[src/logic/fcd_defines.svh]
`ifndef FCD_DEFINES_SVH
`define FCD_DEFINES_SVH

// Unlock addresses, word mode and byte mode.
`define FCD_UNLOCK1_WORD 22'h000555
`define FCD_UNLOCK2_WORD 22'h0002AA
`define FCD_UNLOCK1_BYTE 22'h000AAA
`define FCD_UNLOCK2_BYTE 22'h000555
`define FCD_QUERY_WORD 22'h000055
`define FCD_QUERY_BYTE 22'h0000AA
`define FCD_PROT_OFS_WORD 22'h000002
`define FCD_PROT_OFS_BYTE 22'h000004
// Command data values.
`define FCD_D_UNLOCK1 8'hAA
`define FCD_D_UNLOCK2 8'h55
`define FCD_D_RESET 8'hF0
`define FCD_D_AUTOSEL 8'h90
`define FCD_D_PROGRAM 8'hA0
`define FCD_D_BYPASS 8'h20
`define FCD_D_ERASE_SETUP 8'h80
`define FCD_D_CHIP_ERASE 8'h10
`define FCD_D_SECTOR_ERASE 8'h30
`define FCD_D_SUSPEND 8'hB0
`define FCD_D_RESUME 8'h30
`define FCD_D_QUERY 8'h98
`define FCD_D_BYPASS_EXIT 8'h00
// Strobe timing: 40 MHz clock, 25 ns period.
`define FCD_CLK_PERIOD_NS 25
`define FCD_SETUP_NS 50
`define FCD_PULSE_NS 75
`define FCD_HOLD_NS 50
`define FCD_SETUP_CYC ((`FCD_SETUP_NS + `FCD_CLK_PERIOD_NS - 1) / `FCD_CLK_PERIOD_NS)
`define FCD_PULSE_CYC ((`FCD_PULSE_NS + `FCD_CLK_PERIOD_NS - 1) / `FCD_CLK_PERIOD_NS)
`define FCD_HOLD_CYC ((`FCD_HOLD_NS + `FCD_CLK_PERIOD_NS - 1) / `FCD_CLK_PERIOD_NS)
`define FCD_CNT_W 4

`endif

[src/logic/fcd_pkg.sv]
`default_nettype none
package fcd_pkg;
    typedef enum logic [4:0] {
        FCD_IDLE = 5'h01,
        FCD_SETUP = 5'h02,
        FCD_PULSE = 5'h04,
        FCD_HOLD = 5'h08,
        FCD_NEXT = 5'h10
    } fcd_state_type;

    typedef enum logic [3:0] {
        FCD_OP_RESET = 4'h0,
        FCD_OP_AUTOSEL = 4'h1,
        FCD_OP_PROGRAM = 4'h2,
        FCD_OP_BYPASS_ENTER = 4'h3,
        FCD_OP_BYPASS_PROGRAM = 4'h4,
        FCD_OP_BYPASS_EXIT = 4'h5,
        FCD_OP_CHIP_ERASE = 4'h6,
        FCD_OP_SECTOR_ERASE = 4'h7,
        FCD_OP_SUSPEND = 4'h8,
        FCD_OP_RESUME = 4'h9,
        FCD_OP_QUERY = 4'hA,
        FCD_OP_READ = 4'hB
    } fcd_op_type;
endpackage : fcd_pkg
`default_nettype wire

[src/logic/fcd_host.sv]
// What this block does
// - Host keeps all strobes inactive whenever no write or read is intended.
// - Write cycle is chip and write enable low with output enable high.
// - Sequences open with AA then 55 at the mode's two unlock addresses.
// - One write of F0 anywhere resets to array read.
// - Unlock plus 90 enters autoselect; protect status at sector plus 2 or 4.
// - Program is unlock, A0 at first unlock address, then data at target.
// - Bypass entry is unlock then 20 at the first unlock address.
// - Bypass program is A0 then data; bypass exit is 90 then 00.
// - Chip erase is unlock, 80, unlock, then 10 at first unlock address.
// - Sector erase repeats chip erase to cycle five, then 30 at sector.
// - B0 suspends, 30 resumes, 98 at 55 or AA enters query.
// - Autoselect stays for any number of reads until a reset write.
`timescale 1ns/1ps
`default_nettype none
`include "fcd_defines.svh"

module fcd_host
    import fcd_pkg::*;
#(
    parameter int ADDR_W = 22,
    parameter int DATA_W = 16
)
(
    // Clock and reset
    input wire logic clk_in,
    input wire logic resetn_in,
    // Command port
    input wire logic cmd_valid_in,
    input wire fcd_op_type cmd_op_in,
    input wire logic byte_mode_in,
    input wire logic [ADDR_W-1:0] cmd_addr_in,
    input wire logic [DATA_W-1:0] cmd_data_in,
    output logic cmd_ready_out,
    output logic rd_valid_out,
    output logic [DATA_W-1:0] rd_data_out,
    // Flash pins
    output logic ce_n_out,
    output logic we_n_out,
    output logic oe_n_out,
    output logic [ADDR_W-1:0] addr_out,
    output logic [DATA_W-1:0] dq_out,
    output logic dq_oe_out,
    input wire logic [DATA_W-1:0] dq_in
);
    localparam logic [`FCD_CNT_W-1:0] SETUP_CYC = `FCD_CNT_W'(`FCD_SETUP_CYC);
    localparam logic [`FCD_CNT_W-1:0] PULSE_CYC = `FCD_CNT_W'(`FCD_PULSE_CYC);
    localparam logic [`FCD_CNT_W-1:0] HOLD_CYC = `FCD_CNT_W'(`FCD_HOLD_CYC);

    fcd_state_type state;
    logic [`FCD_CNT_W-1:0] cnt;
    logic [2:0] step;
    logic [2:0] nsteps;
    logic is_read;
    fcd_op_type op;
    logic bmode;
    logic [ADDR_W-1:0] t_addr;
    logic [DATA_W-1:0] t_data;
    logic [DATA_W-1:0] dq_s1;
    logic [DATA_W-1:0] dq_s2;
    logic [DATA_W-1:0] dq_s3;
    logic [ADDR_W-1:0] cyc_addr;
    logic [7:0] cyc_data;
    logic last_cyc;

    // Number of bus cycles per operation.
    function automatic logic [2:0] op_cycles(input fcd_op_type o);
        case (o)
            FCD_OP_RESET, FCD_OP_SUSPEND, FCD_OP_RESUME, FCD_OP_QUERY,
            FCD_OP_READ:
                op_cycles = 3'd1;
            FCD_OP_BYPASS_PROGRAM, FCD_OP_BYPASS_EXIT:
                op_cycles = 3'd2;
            FCD_OP_BYPASS_ENTER:
                op_cycles = 3'd3;
            FCD_OP_AUTOSEL:
                op_cycles = 3'd3;
            FCD_OP_PROGRAM:
                op_cycles = 3'd4;
            default:
                op_cycles = 3'd6;
        endcase
    endfunction : op_cycles

    // Address and data of each cycle; a wrong pair would abort the device.
    always_comb
    begin
        logic [ADDR_W-1:0] u1;
        logic [ADDR_W-1:0] u2;
        u1 = bmode ? ADDR_W'(`FCD_UNLOCK1_BYTE) : ADDR_W'(`FCD_UNLOCK1_WORD);
        u2 = bmode ? ADDR_W'(`FCD_UNLOCK2_BYTE) : ADDR_W'(`FCD_UNLOCK2_WORD);
        cyc_addr = u1;
        cyc_data = `FCD_D_UNLOCK1;
        if (step == 3'd1 || step == 3'd4)
        begin
            cyc_addr = u2;
            cyc_data = `FCD_D_UNLOCK2;
        end
        else if (step == 3'd3)
        begin
            cyc_data = `FCD_D_UNLOCK1;
        end
        case (op)
            FCD_OP_RESET:
            begin
                cyc_addr = t_addr;
                cyc_data = `FCD_D_RESET;
            end
            FCD_OP_SUSPEND:
            begin
                cyc_addr = t_addr;
                cyc_data = `FCD_D_SUSPEND;
            end
            FCD_OP_RESUME:
            begin
                cyc_addr = t_addr;
                cyc_data = `FCD_D_RESUME;
            end
            FCD_OP_QUERY:
            begin
                cyc_addr = bmode ? ADDR_W'(`FCD_QUERY_BYTE)
                                 : ADDR_W'(`FCD_QUERY_WORD);
                cyc_data = `FCD_D_QUERY;
            end
            FCD_OP_READ:
            begin
                cyc_addr = t_addr;
                cyc_data = 8'h00;
            end
            FCD_OP_BYPASS_PROGRAM:
            begin
                cyc_addr = t_addr;
                cyc_data = `FCD_D_PROGRAM;
            end
            FCD_OP_BYPASS_EXIT:
            begin
                cyc_addr = t_addr;
                cyc_data = (step == 3'd0) ? `FCD_D_AUTOSEL
                                          : `FCD_D_BYPASS_EXIT;
            end
            FCD_OP_AUTOSEL:
                if (step == 3'd2)
                    cyc_data = `FCD_D_AUTOSEL;
            FCD_OP_PROGRAM:
                if (step == 3'd2)
                    cyc_data = `FCD_D_PROGRAM;
            FCD_OP_BYPASS_ENTER:
                if (step == 3'd2)
                    cyc_data = `FCD_D_BYPASS;
            FCD_OP_CHIP_ERASE:
                if (step == 3'd2)
                    cyc_data = `FCD_D_ERASE_SETUP;
                else if (step == 3'd5)
                    cyc_data = `FCD_D_CHIP_ERASE;
            default:
                if (step == 3'd2)
                    cyc_data = `FCD_D_ERASE_SETUP;
                else if (step == 3'd5)
                begin
                    cyc_addr = t_addr;
                    cyc_data = `FCD_D_SECTOR_ERASE;
                end
        endcase
        last_cyc = (step == nsteps - 3'd1);
    end

    // Sequencer: each step is setup, strobe pulse, hold.
    always_ff @(posedge clk_in or negedge resetn_in)
    begin
        if (!resetn_in)
        begin
            state <= FCD_IDLE;
            cnt <= '0;
            step <= '0;
            nsteps <= 3'd1;
            op <= FCD_OP_READ;
            bmode <= 1'b0;
            t_addr <= '0;
            t_data <= '0;
            is_read <= 1'b0;
        end
        else
        begin
            case (state)
                FCD_IDLE:
                    if (cmd_valid_in)
                    begin
                        op <= cmd_op_in;
                        bmode <= byte_mode_in;
                        t_addr <= cmd_addr_in;
                        t_data <= cmd_data_in;
                        nsteps <= op_cycles(cmd_op_in);
                        is_read <= (cmd_op_in == FCD_OP_READ);
                        step <= '0;
                        cnt <= SETUP_CYC;
                        state <= FCD_SETUP;
                    end
                FCD_SETUP:
                    if (cnt <= `FCD_CNT_W'(1))
                    begin
                        cnt <= PULSE_CYC;
                        state <= FCD_PULSE;
                    end
                    else
                        cnt <= cnt - `FCD_CNT_W'(1);
                FCD_PULSE:
                    if (cnt <= `FCD_CNT_W'(1))
                    begin
                        cnt <= HOLD_CYC;
                        state <= FCD_HOLD;
                    end
                    else
                        cnt <= cnt - `FCD_CNT_W'(1);
                FCD_HOLD:
                    if (cnt <= `FCD_CNT_W'(1))
                        state <= FCD_NEXT;
                    else
                        cnt <= cnt - `FCD_CNT_W'(1);
                FCD_NEXT:
                    if (last_cyc)
                        state <= FCD_IDLE;
                    else
                    begin
                        step <= step + 3'd1;
                        cnt <= SETUP_CYC;
                        state <= FCD_SETUP;
                    end
                default:
                    state <= FCD_IDLE;
            endcase
        end
    end

    // Pin drive: strobes are inactive outside the pulse phase, and for reads outside pulse and hold.
    always_ff @(posedge clk_in or negedge resetn_in)
    begin
        if (!resetn_in)
        begin
            ce_n_out <= 1'b1;
            we_n_out <= 1'b1;
            oe_n_out <= 1'b1;
            addr_out <= '0;
            dq_out <= '0;
            dq_oe_out <= 1'b0;
        end
        else
        begin
            ce_n_out <= !(state == FCD_PULSE || state == FCD_HOLD && is_read);
            we_n_out <= !(state == FCD_PULSE && !is_read);
            oe_n_out <= !(is_read && (state == FCD_PULSE
                          || state == FCD_HOLD));
            if (state == FCD_SETUP)
            begin
                addr_out <= cyc_addr;
                if (op == FCD_OP_PROGRAM && step == 3'd3
                    || op == FCD_OP_BYPASS_PROGRAM && step == 3'd1)
                begin
                    addr_out <= t_addr;
                    dq_out <= t_data;
                end
                else
                    dq_out <= DATA_W'(cyc_data);
            end
            dq_oe_out <= !is_read && state != FCD_IDLE;
        end
    end

    // Read data from the pins passes three flops before capture.
    always_ff @(posedge clk_in or negedge resetn_in)
    begin
        if (!resetn_in)
        begin
            dq_s1 <= '0;
            dq_s2 <= '0;
            dq_s3 <= '0;
        end
        else
        begin
            dq_s1 <= dq_in;
            dq_s2 <= dq_s1;
            dq_s3 <= dq_s2;
        end
    end

    always_ff @(posedge clk_in or negedge resetn_in)
    begin
        if (!resetn_in)
        begin
            rd_valid_out <= 1'b0;
            rd_data_out <= '0;
            cmd_ready_out <= 1'b0;
        end
        else
        begin
            // Sampled at end of hold, by when the pulse data has settled.
            rd_valid_out <= is_read && state == FCD_NEXT
                            && dq_s2 == dq_s3;
            if (is_read && state == FCD_NEXT)
                rd_data_out <= dq_s3;
            cmd_ready_out <= state == FCD_IDLE && !cmd_valid_in;
        end
    end
endmodule : fcd_host
`default_nettype wire

[config.mk]
export PLATFORM = sky130hd
export DESIGN_NAME = fcd_host
export DESIGN_NICKNAME = d
export VERILOG_FILES = /design/src/logic/fcd_pkg.sv /design/src/logic/fcd_host.sv
export VERILOG_INCLUDE_DIRS = /design/src /design/src/logic
export SDC_FILE = /design/constraint.sdc
export NUM_CORES = 1
export LEC_CHECK = 0
export ABC_AREA = 1
export BUFFER_PORTS_ARGS = -buffer_cell sky130_fd_sc_hd__buf_2
export CORE_ASPECT_RATIO = 0.9
export CORE_MARGIN = 1
export CORE_UTILIZATION = 40
export DETAILED_ROUTE_END_ITERATION = 10
export GPL_TIMING_DRIVEN = 0
export PLACE_DENSITY = 0.57
export REMOVE_ABC_BUFFERS = 1
export SLEW_MARGIN = 0
export SYNTH_ARGS = -nofsm -noshare
export SYNTH_HDL_FRONTEND = slang
export SYNTH_SLANG_ARGS = --single-unit
[constraint.sdc]
create_clock -name clk_in -period 5.2 [get_ports clk_in]
set_input_delay 0.52 -clock clk_in [delete_from_list [all_inputs] [get_ports clk_in]]
set_output_delay 0.52 -clock clk_in [all_outputs]
set_load 0.02 [all_outputs]
**After elaboration in Yosys (flattened, before gate mapping)**

Memory sizes are Yosys's and may differ from the RTL's. A register that Yosys moved wholly into a read port is not among the register bits.
Cells that the tools add are included.

- $add $sub $neg: 3
- $mul: 0
- Div/mod/pow operators: 0
- Order comparisons: 1
- Eq/ne operators: 30
- Shift operators: 0
- Mux-type cells: 34
- Bitwise operators: 0
- Reductions and logical operators: 29

Operators with widths:

| kind | count |
|---|---|
| case mux 8 bit (11 select lines) | 1 |
| two-way mux 8 bit | 10 |
| two-way mux 22 bit | 3 |
| case mux 22 bit (3 select lines) | 1 |
| case mux 5 bit (5 select lines) | 1 |
| two-way mux 12 bit | 2 |
| equality test 4 bit (second input constant) | 5 |
| two-way mux 4 bit | 5 |
| two-way mux 5 bit | 4 |
| case mux 4 bit (5 select lines) | 1 |
| equality test 16 bit | 1 |
| two-way mux 16 bit | 1 |
| equality test 4 x 3 -> 1 bit (second input constant) | 3 |
| inequality test 2 bit (second input constant) | 6 |
| two-way mux 11 bit | 1 |
| logical AND 1 bit | 9 |
| equality test 4 x 2 -> 1 bit (second input constant) | 2 |
| AND reduction 4 bit | 2 |
| equality test 3 x 2 -> 1 bit (second input constant) | 2 |
| equality test 3 bit (second input constant) | 2 |
| zero test 1 bit | 6 |
| two-way mux 3 bit | 2 |
| case mux 3 bit (2 select lines) | 1 |
| OR reduction 6 bit | 1 |
| 22 further kinds | 25 |

- Register bits after elaboration: 164
- Latch bits: 0
- RAM bits: 0
- ROM bits: 48
- Bits of input ports: 62
- Output and inout port bits: 60
- Logic and storage cells: 118
- Memories kept: 1

Memories:

| memory | depth | width | rd ports | clocked after Yosys merged registers in | write ports | RTL line | RTL |
|---|---|---|---|---|---|---|---|
| (no name shown) | 16 | 3 | 1 | 1 | 0 | fcd_host.sv:68 | `case (o)` |

**Depth between registers and ports, before layout**

- Depth after elaboration: 7
- Mapped depth: 15
- Depth with buffers taken out: 15

**Worst setup path before layout**

Ideal clock, no wire load.

- Path type: reg-to-reg
- From: reg step[1]
- To: reg addr_out[5]
- Data arrival time: 1.723 ns
- Required time: 5.084 ns
- Setup slack: 3.360 ns
- Stages on the path, launching flop included: 16
- Period minus slack after synthesis: 1.840 ns
- Cells stage by stage: dfrtp_1 -> inv_1 -> ha_1 -> inv_1 -> nand2_1 -> nand2_1 -> ha_1 -> nand2_1 -> nand2_1 -> inv_1 -> nor2_1 -> nand2_1 -> nand2_2 -> inv_2 -> nand2_1 -> nand2_1

- Cells in the longest elaborated chain, start to end: 7
- Elaborated cells between the ends (all ways): 14
- Those cells by class: 5 x eq/ne; 5 x mux; 4 x reduce/logical

RTL lines:

| item | RTL line | RTL |
|---|---|---|
| from (decl) | fcd_host.sv:52 | `logic [2:0] step;` |
| from (signal assigned) | fcd_host.sv:224 | `step <= step + 3'd1;` |
| equality test 3 x 1 -> 1 bit or equality test 3 bit (tied branches) | fcd_host.sv:94, fcd_host.sv:256 |  |
| logical OR 1 bit | fcd_host.sv:94 | `if (step == 3'd1 \|\| step == 3'd4)` |
| two-way mux 12 bit | fcd_host.sv:94 |  |
| two-way mux 22 bit | fcd_host.sv:158 | `else if (step == 3'd5)` |
| two-way mux 22 bit | fcd_host.sv:156 | `if (step == 3'd2)` |
| case mux 22 bit (3 select lines) | fcd_host.sv:103 | `case (op)` |
| two-way mux 22 bit * | fcd_host.sv:255 | `if (op == FCD_OP_PROGRAM && step == 3'd3` |
| to (signal assigned) | fcd_host.sv:254 | `addr_out <= cyc_addr;` |
| to (signal assigned) | fcd_host.sv:258 | `addr_out <= t_addr;` |
| to (decl) | fcd_host.sv:41 | `output logic [ADDR_W-1:0] addr_out,` |

Mark *: on every way between the ends. The rest lies on a longest branch, timed or not.
A chain may end at the register's enable or synchronous reset.

**Final worst setup path**

- From: reg state[3]
- To: reg rd_data_out[2]

- Cells in the longest elaborated chain, start to end: 2

RTL lines:

| item | RTL line | RTL |
|---|---|---|
| from (decl) | fcd_host.sv:50 | `fcd_state_type state;` |
| from (signal assigned) | fcd_host.sv:172 | `state <= FCD_IDLE;` |
| from (signal assigned) | fcd_host.sv:196 | `state <= FCD_SETUP;` |
| from (signal assigned) | fcd_host.sv:202 | `state <= FCD_PULSE;` |
| equality test 5 bit | fcd_host.sv:298 | `if (is_read && state == FCD_NEXT)` |
| logical AND 1 bit | fcd_host.sv:298 |  |
| to (signal assigned) | fcd_host.sv:299 | `rd_data_out <= dq_s3;` |
| to (decl) | fcd_host.sv:36 | `output logic [DATA_W-1:0] rd_data_out,` |

No other way between the ends.

==> summary.log <==
[global_route] total overflow reported by the global router 0
[die] Die Span X 143 um
[yosys] Synth Instances 804
[cells_and_area] final net count 999
[detailed_routing] count of vias placed by the detailed router 5414
[cts] number of setup buffers added after CTS 0
[yosys] post-synthesis share of cell area spent on full adders, half adders and majority gates 1.93%
[yosys] Post-Synth Simple-Gate Area 27.0%
[cells_and_area] layout overhead on the synthesized area 21.4%
[timing] Highest Clock Rate 0.425 GHz
[critical_path] timing endpoint of the critical path rd_data_out[2]
[worst_hold_path] worst min path class input port to asynchronous set/reset pin
[cts] number of buffers created by CTS 17
[cts] sinks on the clock net 167
[cts] CTS H-tree lvls 4
[timing] headroom to the max-slew limit 42.4%
[power] leakage 0.00456 uW
[global_route] GRT Max-Usage Layer met2
[power] total power draw 4890 uW
[cts] worst-skew pair later-pin latency 0.42 ns
[detailed_routing] antenna-violating nets left 0
[cts] number of buffers inserted for hold repair after clock tree synthesis 0
[global_route] via count of the first global-routing pass 5145
[yosys] per-instance average area after synthesis 8.87 um^2
[critical_path] setup slack, reg-to-reg 2.85 ns
[die] die outline height 129 um
[die] die outline area 18400 um^2
[cells_and_area] fillcell total 1653
[global_route] maximum number of pins on one net before global-route repair 90
[global_route] M1 GR Usage 24.7%
[yosys] post-synthesis async set-or-reset flop share 100%
[timing] Final Setup Violations 0
[global_route] antenna violations before repair 1
[cts] clock transition at the register clock pins on the worst setup and hold paths after CTS 0.07 ns
[placed_design] hpwl dp 10.7 mm
[cts] CTS root buffer sky130_fd_sc_hd__clkbuf_16
[job] max-cap violation count 0
[detailed_routing] number of remaining DRC errors 0
[yosys] largest family of logic cells by synthesized area simple AND/OR/NAND/NOR gates
[yosys] number of synthesized flops with an enable pin 0
[timing] shortest clock period the worst path allows after layout 2.35 ns
[power] VDD IR max 0.000238 V
[yosys] Yosys warning count 0
[placed_design] Setup WS pre-CTS 2.14 ns
[timing] final hold viol count 0
[yosys] Compound-Gate Fraction of Synth Area 5.77%
[outcome] status finished clean
[global_route] GR met3 Demand/Resource 4.28%
[cts] cts repair resizes 0
[detailed_routing] Pre-antenna DRT Iters 4
[yosys] share of the synthesized netlist area taken by xor and xnor gates 1.84%
[timing] setup repair after global routing missed its margin no
[global_route] met2 demand-to-capacity share in global routing 28.7%
[placed_design] IO Port Bufs 121
[detailed_routing] wire length per cell 13.3 um
[detailed_routing] initial drt markers 373
[yosys] sequential cell area fraction in the yosys report 58.8%
[critical_path] crit path kind register to register
[critical_path] startpoint class of the critical path register
[yosys] Synth cell types 35
[cells_and_area] share of layout cells above drive strength 1 21.9%
[placed_design] RePlAce Congestion 0.883
[critical_path] critical path's largest stage delay 0.69 ns
[cts] CTS tree done
[timing] number of pins exceeding their max-slew limit in the final report 0
[timing] Total Neg Setup Slack 0 ns
[critical_path] Crit. End Element register
[critical_path] maximum fanout count along the critical path 20
[cts] number of buffers on the longest clock path 2
[global_route] first-pass GRT wire length 25.6 mm
[die] Placeable Area 17200 um^2
[detailed_routing] mean number of vias per cell 4.61
[yosys] mux cell area share after synthesis 0%
[critical_path] Worst Reg-to-Reg Cells 6
[timing] worst setup skew after layout 0.0113 ns
[die] IO Pins 122
[critical_path] Required @ worst endpoint 5.48 ns
[critical_path] reg-to-reg critical path startpoint state[3]
[global_route] global-route usage over all layers 18.2%
[critical_path] source of the critical timing path state[3]
[timing] transition time of the tightest slew-check pin 0.860 ns
[critical_path] crit path cell chain nor2_2 > nand3_1 > nor2_1 > inv_1 > nand2_1 > o21ai_0
[die] Std-Cell Rows 45
[power] total power density per cell area 566 nW/um^2
[yosys] Main synth FF type sky130_fd_sc_hd__dfrtp_1
[die] effective utilization at floorplan 41.5%
[detailed_routing] WL final 15.6 mm
[timing] PnR worst setup slack 2.85 ns
[critical_path] Worst EP arrival 2.64 ns
[critical_path] CP max stage cell sky130_fd_sc_hd__nor2_1
[yosys] area of the mapped netlist 7130 um^2
[timing] fin crit share 45.3%
[critical_path] reg-to-reg critical path endpoint rd_data_out[2]
[yosys] total of flip-flops plus latches after synthesis 167
-- worst max-delay path, delay by kind of cell (launching register included) --
kind	cells	cell delay (ns)
DFF	1	0.39
and+or+nand+nor	4	1.21
AOI/OAI and AO/OA	1	0.09
buffers and inverters	1	0.51
-- synthesized netlist by cell type, types with 2 or more instances --
master | count | area, um^2
sky130_fd_sc_hd__o21ai_2 | 10 | 87.6
sky130_fd_sc_hd__buf_2 | 8 | 40.0
sky130_fd_sc_hd__nand4_1 | 5 | 31.3
sky130_fd_sc_hd__o21ai_0 | 33 | 165
sky130_fd_sc_hd__clkbuf_1 | 12 | 45.0
sky130_fd_sc_hd__inv_1 | 50 | 188
sky130_fd_sc_hd__nor3_1 | 4 | 20.0
sky130_fd_sc_hd__nor2_2 | 6 | 37.5
sky130_fd_sc_hd__dfstp_2 | 8 | 210
sky130_fd_sc_hd__nand2_1 | 312 | 1170
sky130_fd_sc_hd__o22ai_1 | 2 | 12.5
sky130_fd_sc_hd__nor2_4 | 6 | 67.6
sky130_fd_sc_hd__a21oi_1 | 20 | 100
sky130_fd_sc_hd__o21ai_1 | 2 | 10.0
sky130_fd_sc_hd__ha_1 | 11 | 138
sky130_fd_sc_hd__buf_6 | 2 | 22.5
sky130_fd_sc_hd__xor2_1 | 7 | 61.3
sky130_fd_sc_hd__nand2_2 | 5 | 31.3
sky130_fd_sc_hd__inv_2 | 6 | 22.5
sky130_fd_sc_hd__xnor2_1 | 8 | 70.1
sky130_fd_sc_hd__nand3_2 | 2 | 20.0
sky130_fd_sc_hd__or2_0 | 3 | 18.8
sky130_fd_sc_hd__dfrtp_1 | 159 | 3980
sky130_fd_sc_hd__nand3_1 | 53 | 265
sky130_fd_sc_hd__a31oi_1 | 2 | 12.5
sky130_fd_sc_hd__nor2_1 | 59 | 221
-- worst min path at each step --
stage,startpoint,endpoint,slack (ns),cells past startpoint
after global placement,dq_s1[10],dq_s2[10],0.33,0
after CTS,resetn_in,is_read,0.1,1
after floorplan,resetn_in,addr_out[0],0.22,0
after detailed placement,dq_s1[11],dq_s2[11],0.33,0
after global routing,resetn_in,is_read,0.10,1
final,resetn_in,is_read,0.06,1
-- report_power, final --
part | leakage, uW | total [uW] | switching [uW] | internal [uW]
sequential | 0.00207 | 1840 | 192 | 1650
combinational | 0.00218 | 1750 | 1180 | 562
clock | 0.000305 | 1310 | 547 | 763
-- metal layers --
layer | wire length, um | vias up | part of all wire (%)
li1 | - | 2784 | -
met1 | 7650 | 2486 | 49
met2 | 6990 | 124 | 45
met3 | 756 | 20 | 4.8
met4 | 203 | 0 | 1.3
met5 | 0 | - | 0
-- placed cells by master, fill, tap and decap left out, drive strengths merged, types with 2 or more instances in the layout --
cell type,count
ha,11
bufinv,2
dfstp,8
clkinv,3
a21oi,20
dfrtp,159
inv,63
o22ai,2
a31oi,2
nand2,319
clkbuf,20
nand3,55
nor3,4
xnor2,8
o21ai,45
nand4,5
xor2,7
buf,126
or2,4
nor2,71
-- final cells by class --
cell class | instances | area (um^2) | share of cell area (%)
clock buffers | 20 | 467 | 5.39
diodes | 1 | 2.50 | 0.0289
clock inverters | 12 | 155 | 1.79
multi-input cells | 557 | 2620 | 30.2
well taps | 235 | 294 | 3.40
flip-flops and latches | 167 | 4190 | 48.4
repair buffers | 126 | 713 | 8.24
inverters | 57 | 216 | 2.50
-- sequential cells by signal (all words and copies together) (netlist names), 4 cells and up --
name	flops
addr_out	22
t_addr	22
dq_out	16
dq_s1	16
dq_s2	16
dq_s3	16
rd_data_out	16
t_data	16
state	5
cnt	4
op	4
-- cell families (layout without fill, tap and decap cells) --
family / count (synthesis) / count (layout)
xor gates and xnor gates: 15 / 15
DFF: 167 / 167
buffers and inverters: 80 / 215
other: 0 / 1
AOI/OAI and AO/OA: 72 / 72
and+or+nand+nor: 459 / 459
adders and majority gates: 11 / 11
-- per-stage QoR --
step / area (um^2) / hold WS, ns / utilization [%] / instances
global placement: 7910 / 0.332 / 46.1 / 1137
floorplan: 7010 / 0.224 / - / 781
CTS: 8630 / 0.0990 / 50.3 / 1173
global route: 8650 / 0.104 / 50.4 / 1174
detailed placement: 8010 / 0.335 / 46.6 / 1141
finish: 8650 / 0.0561 / 50.4 / 1175
(Power assumes the default switching activity.)
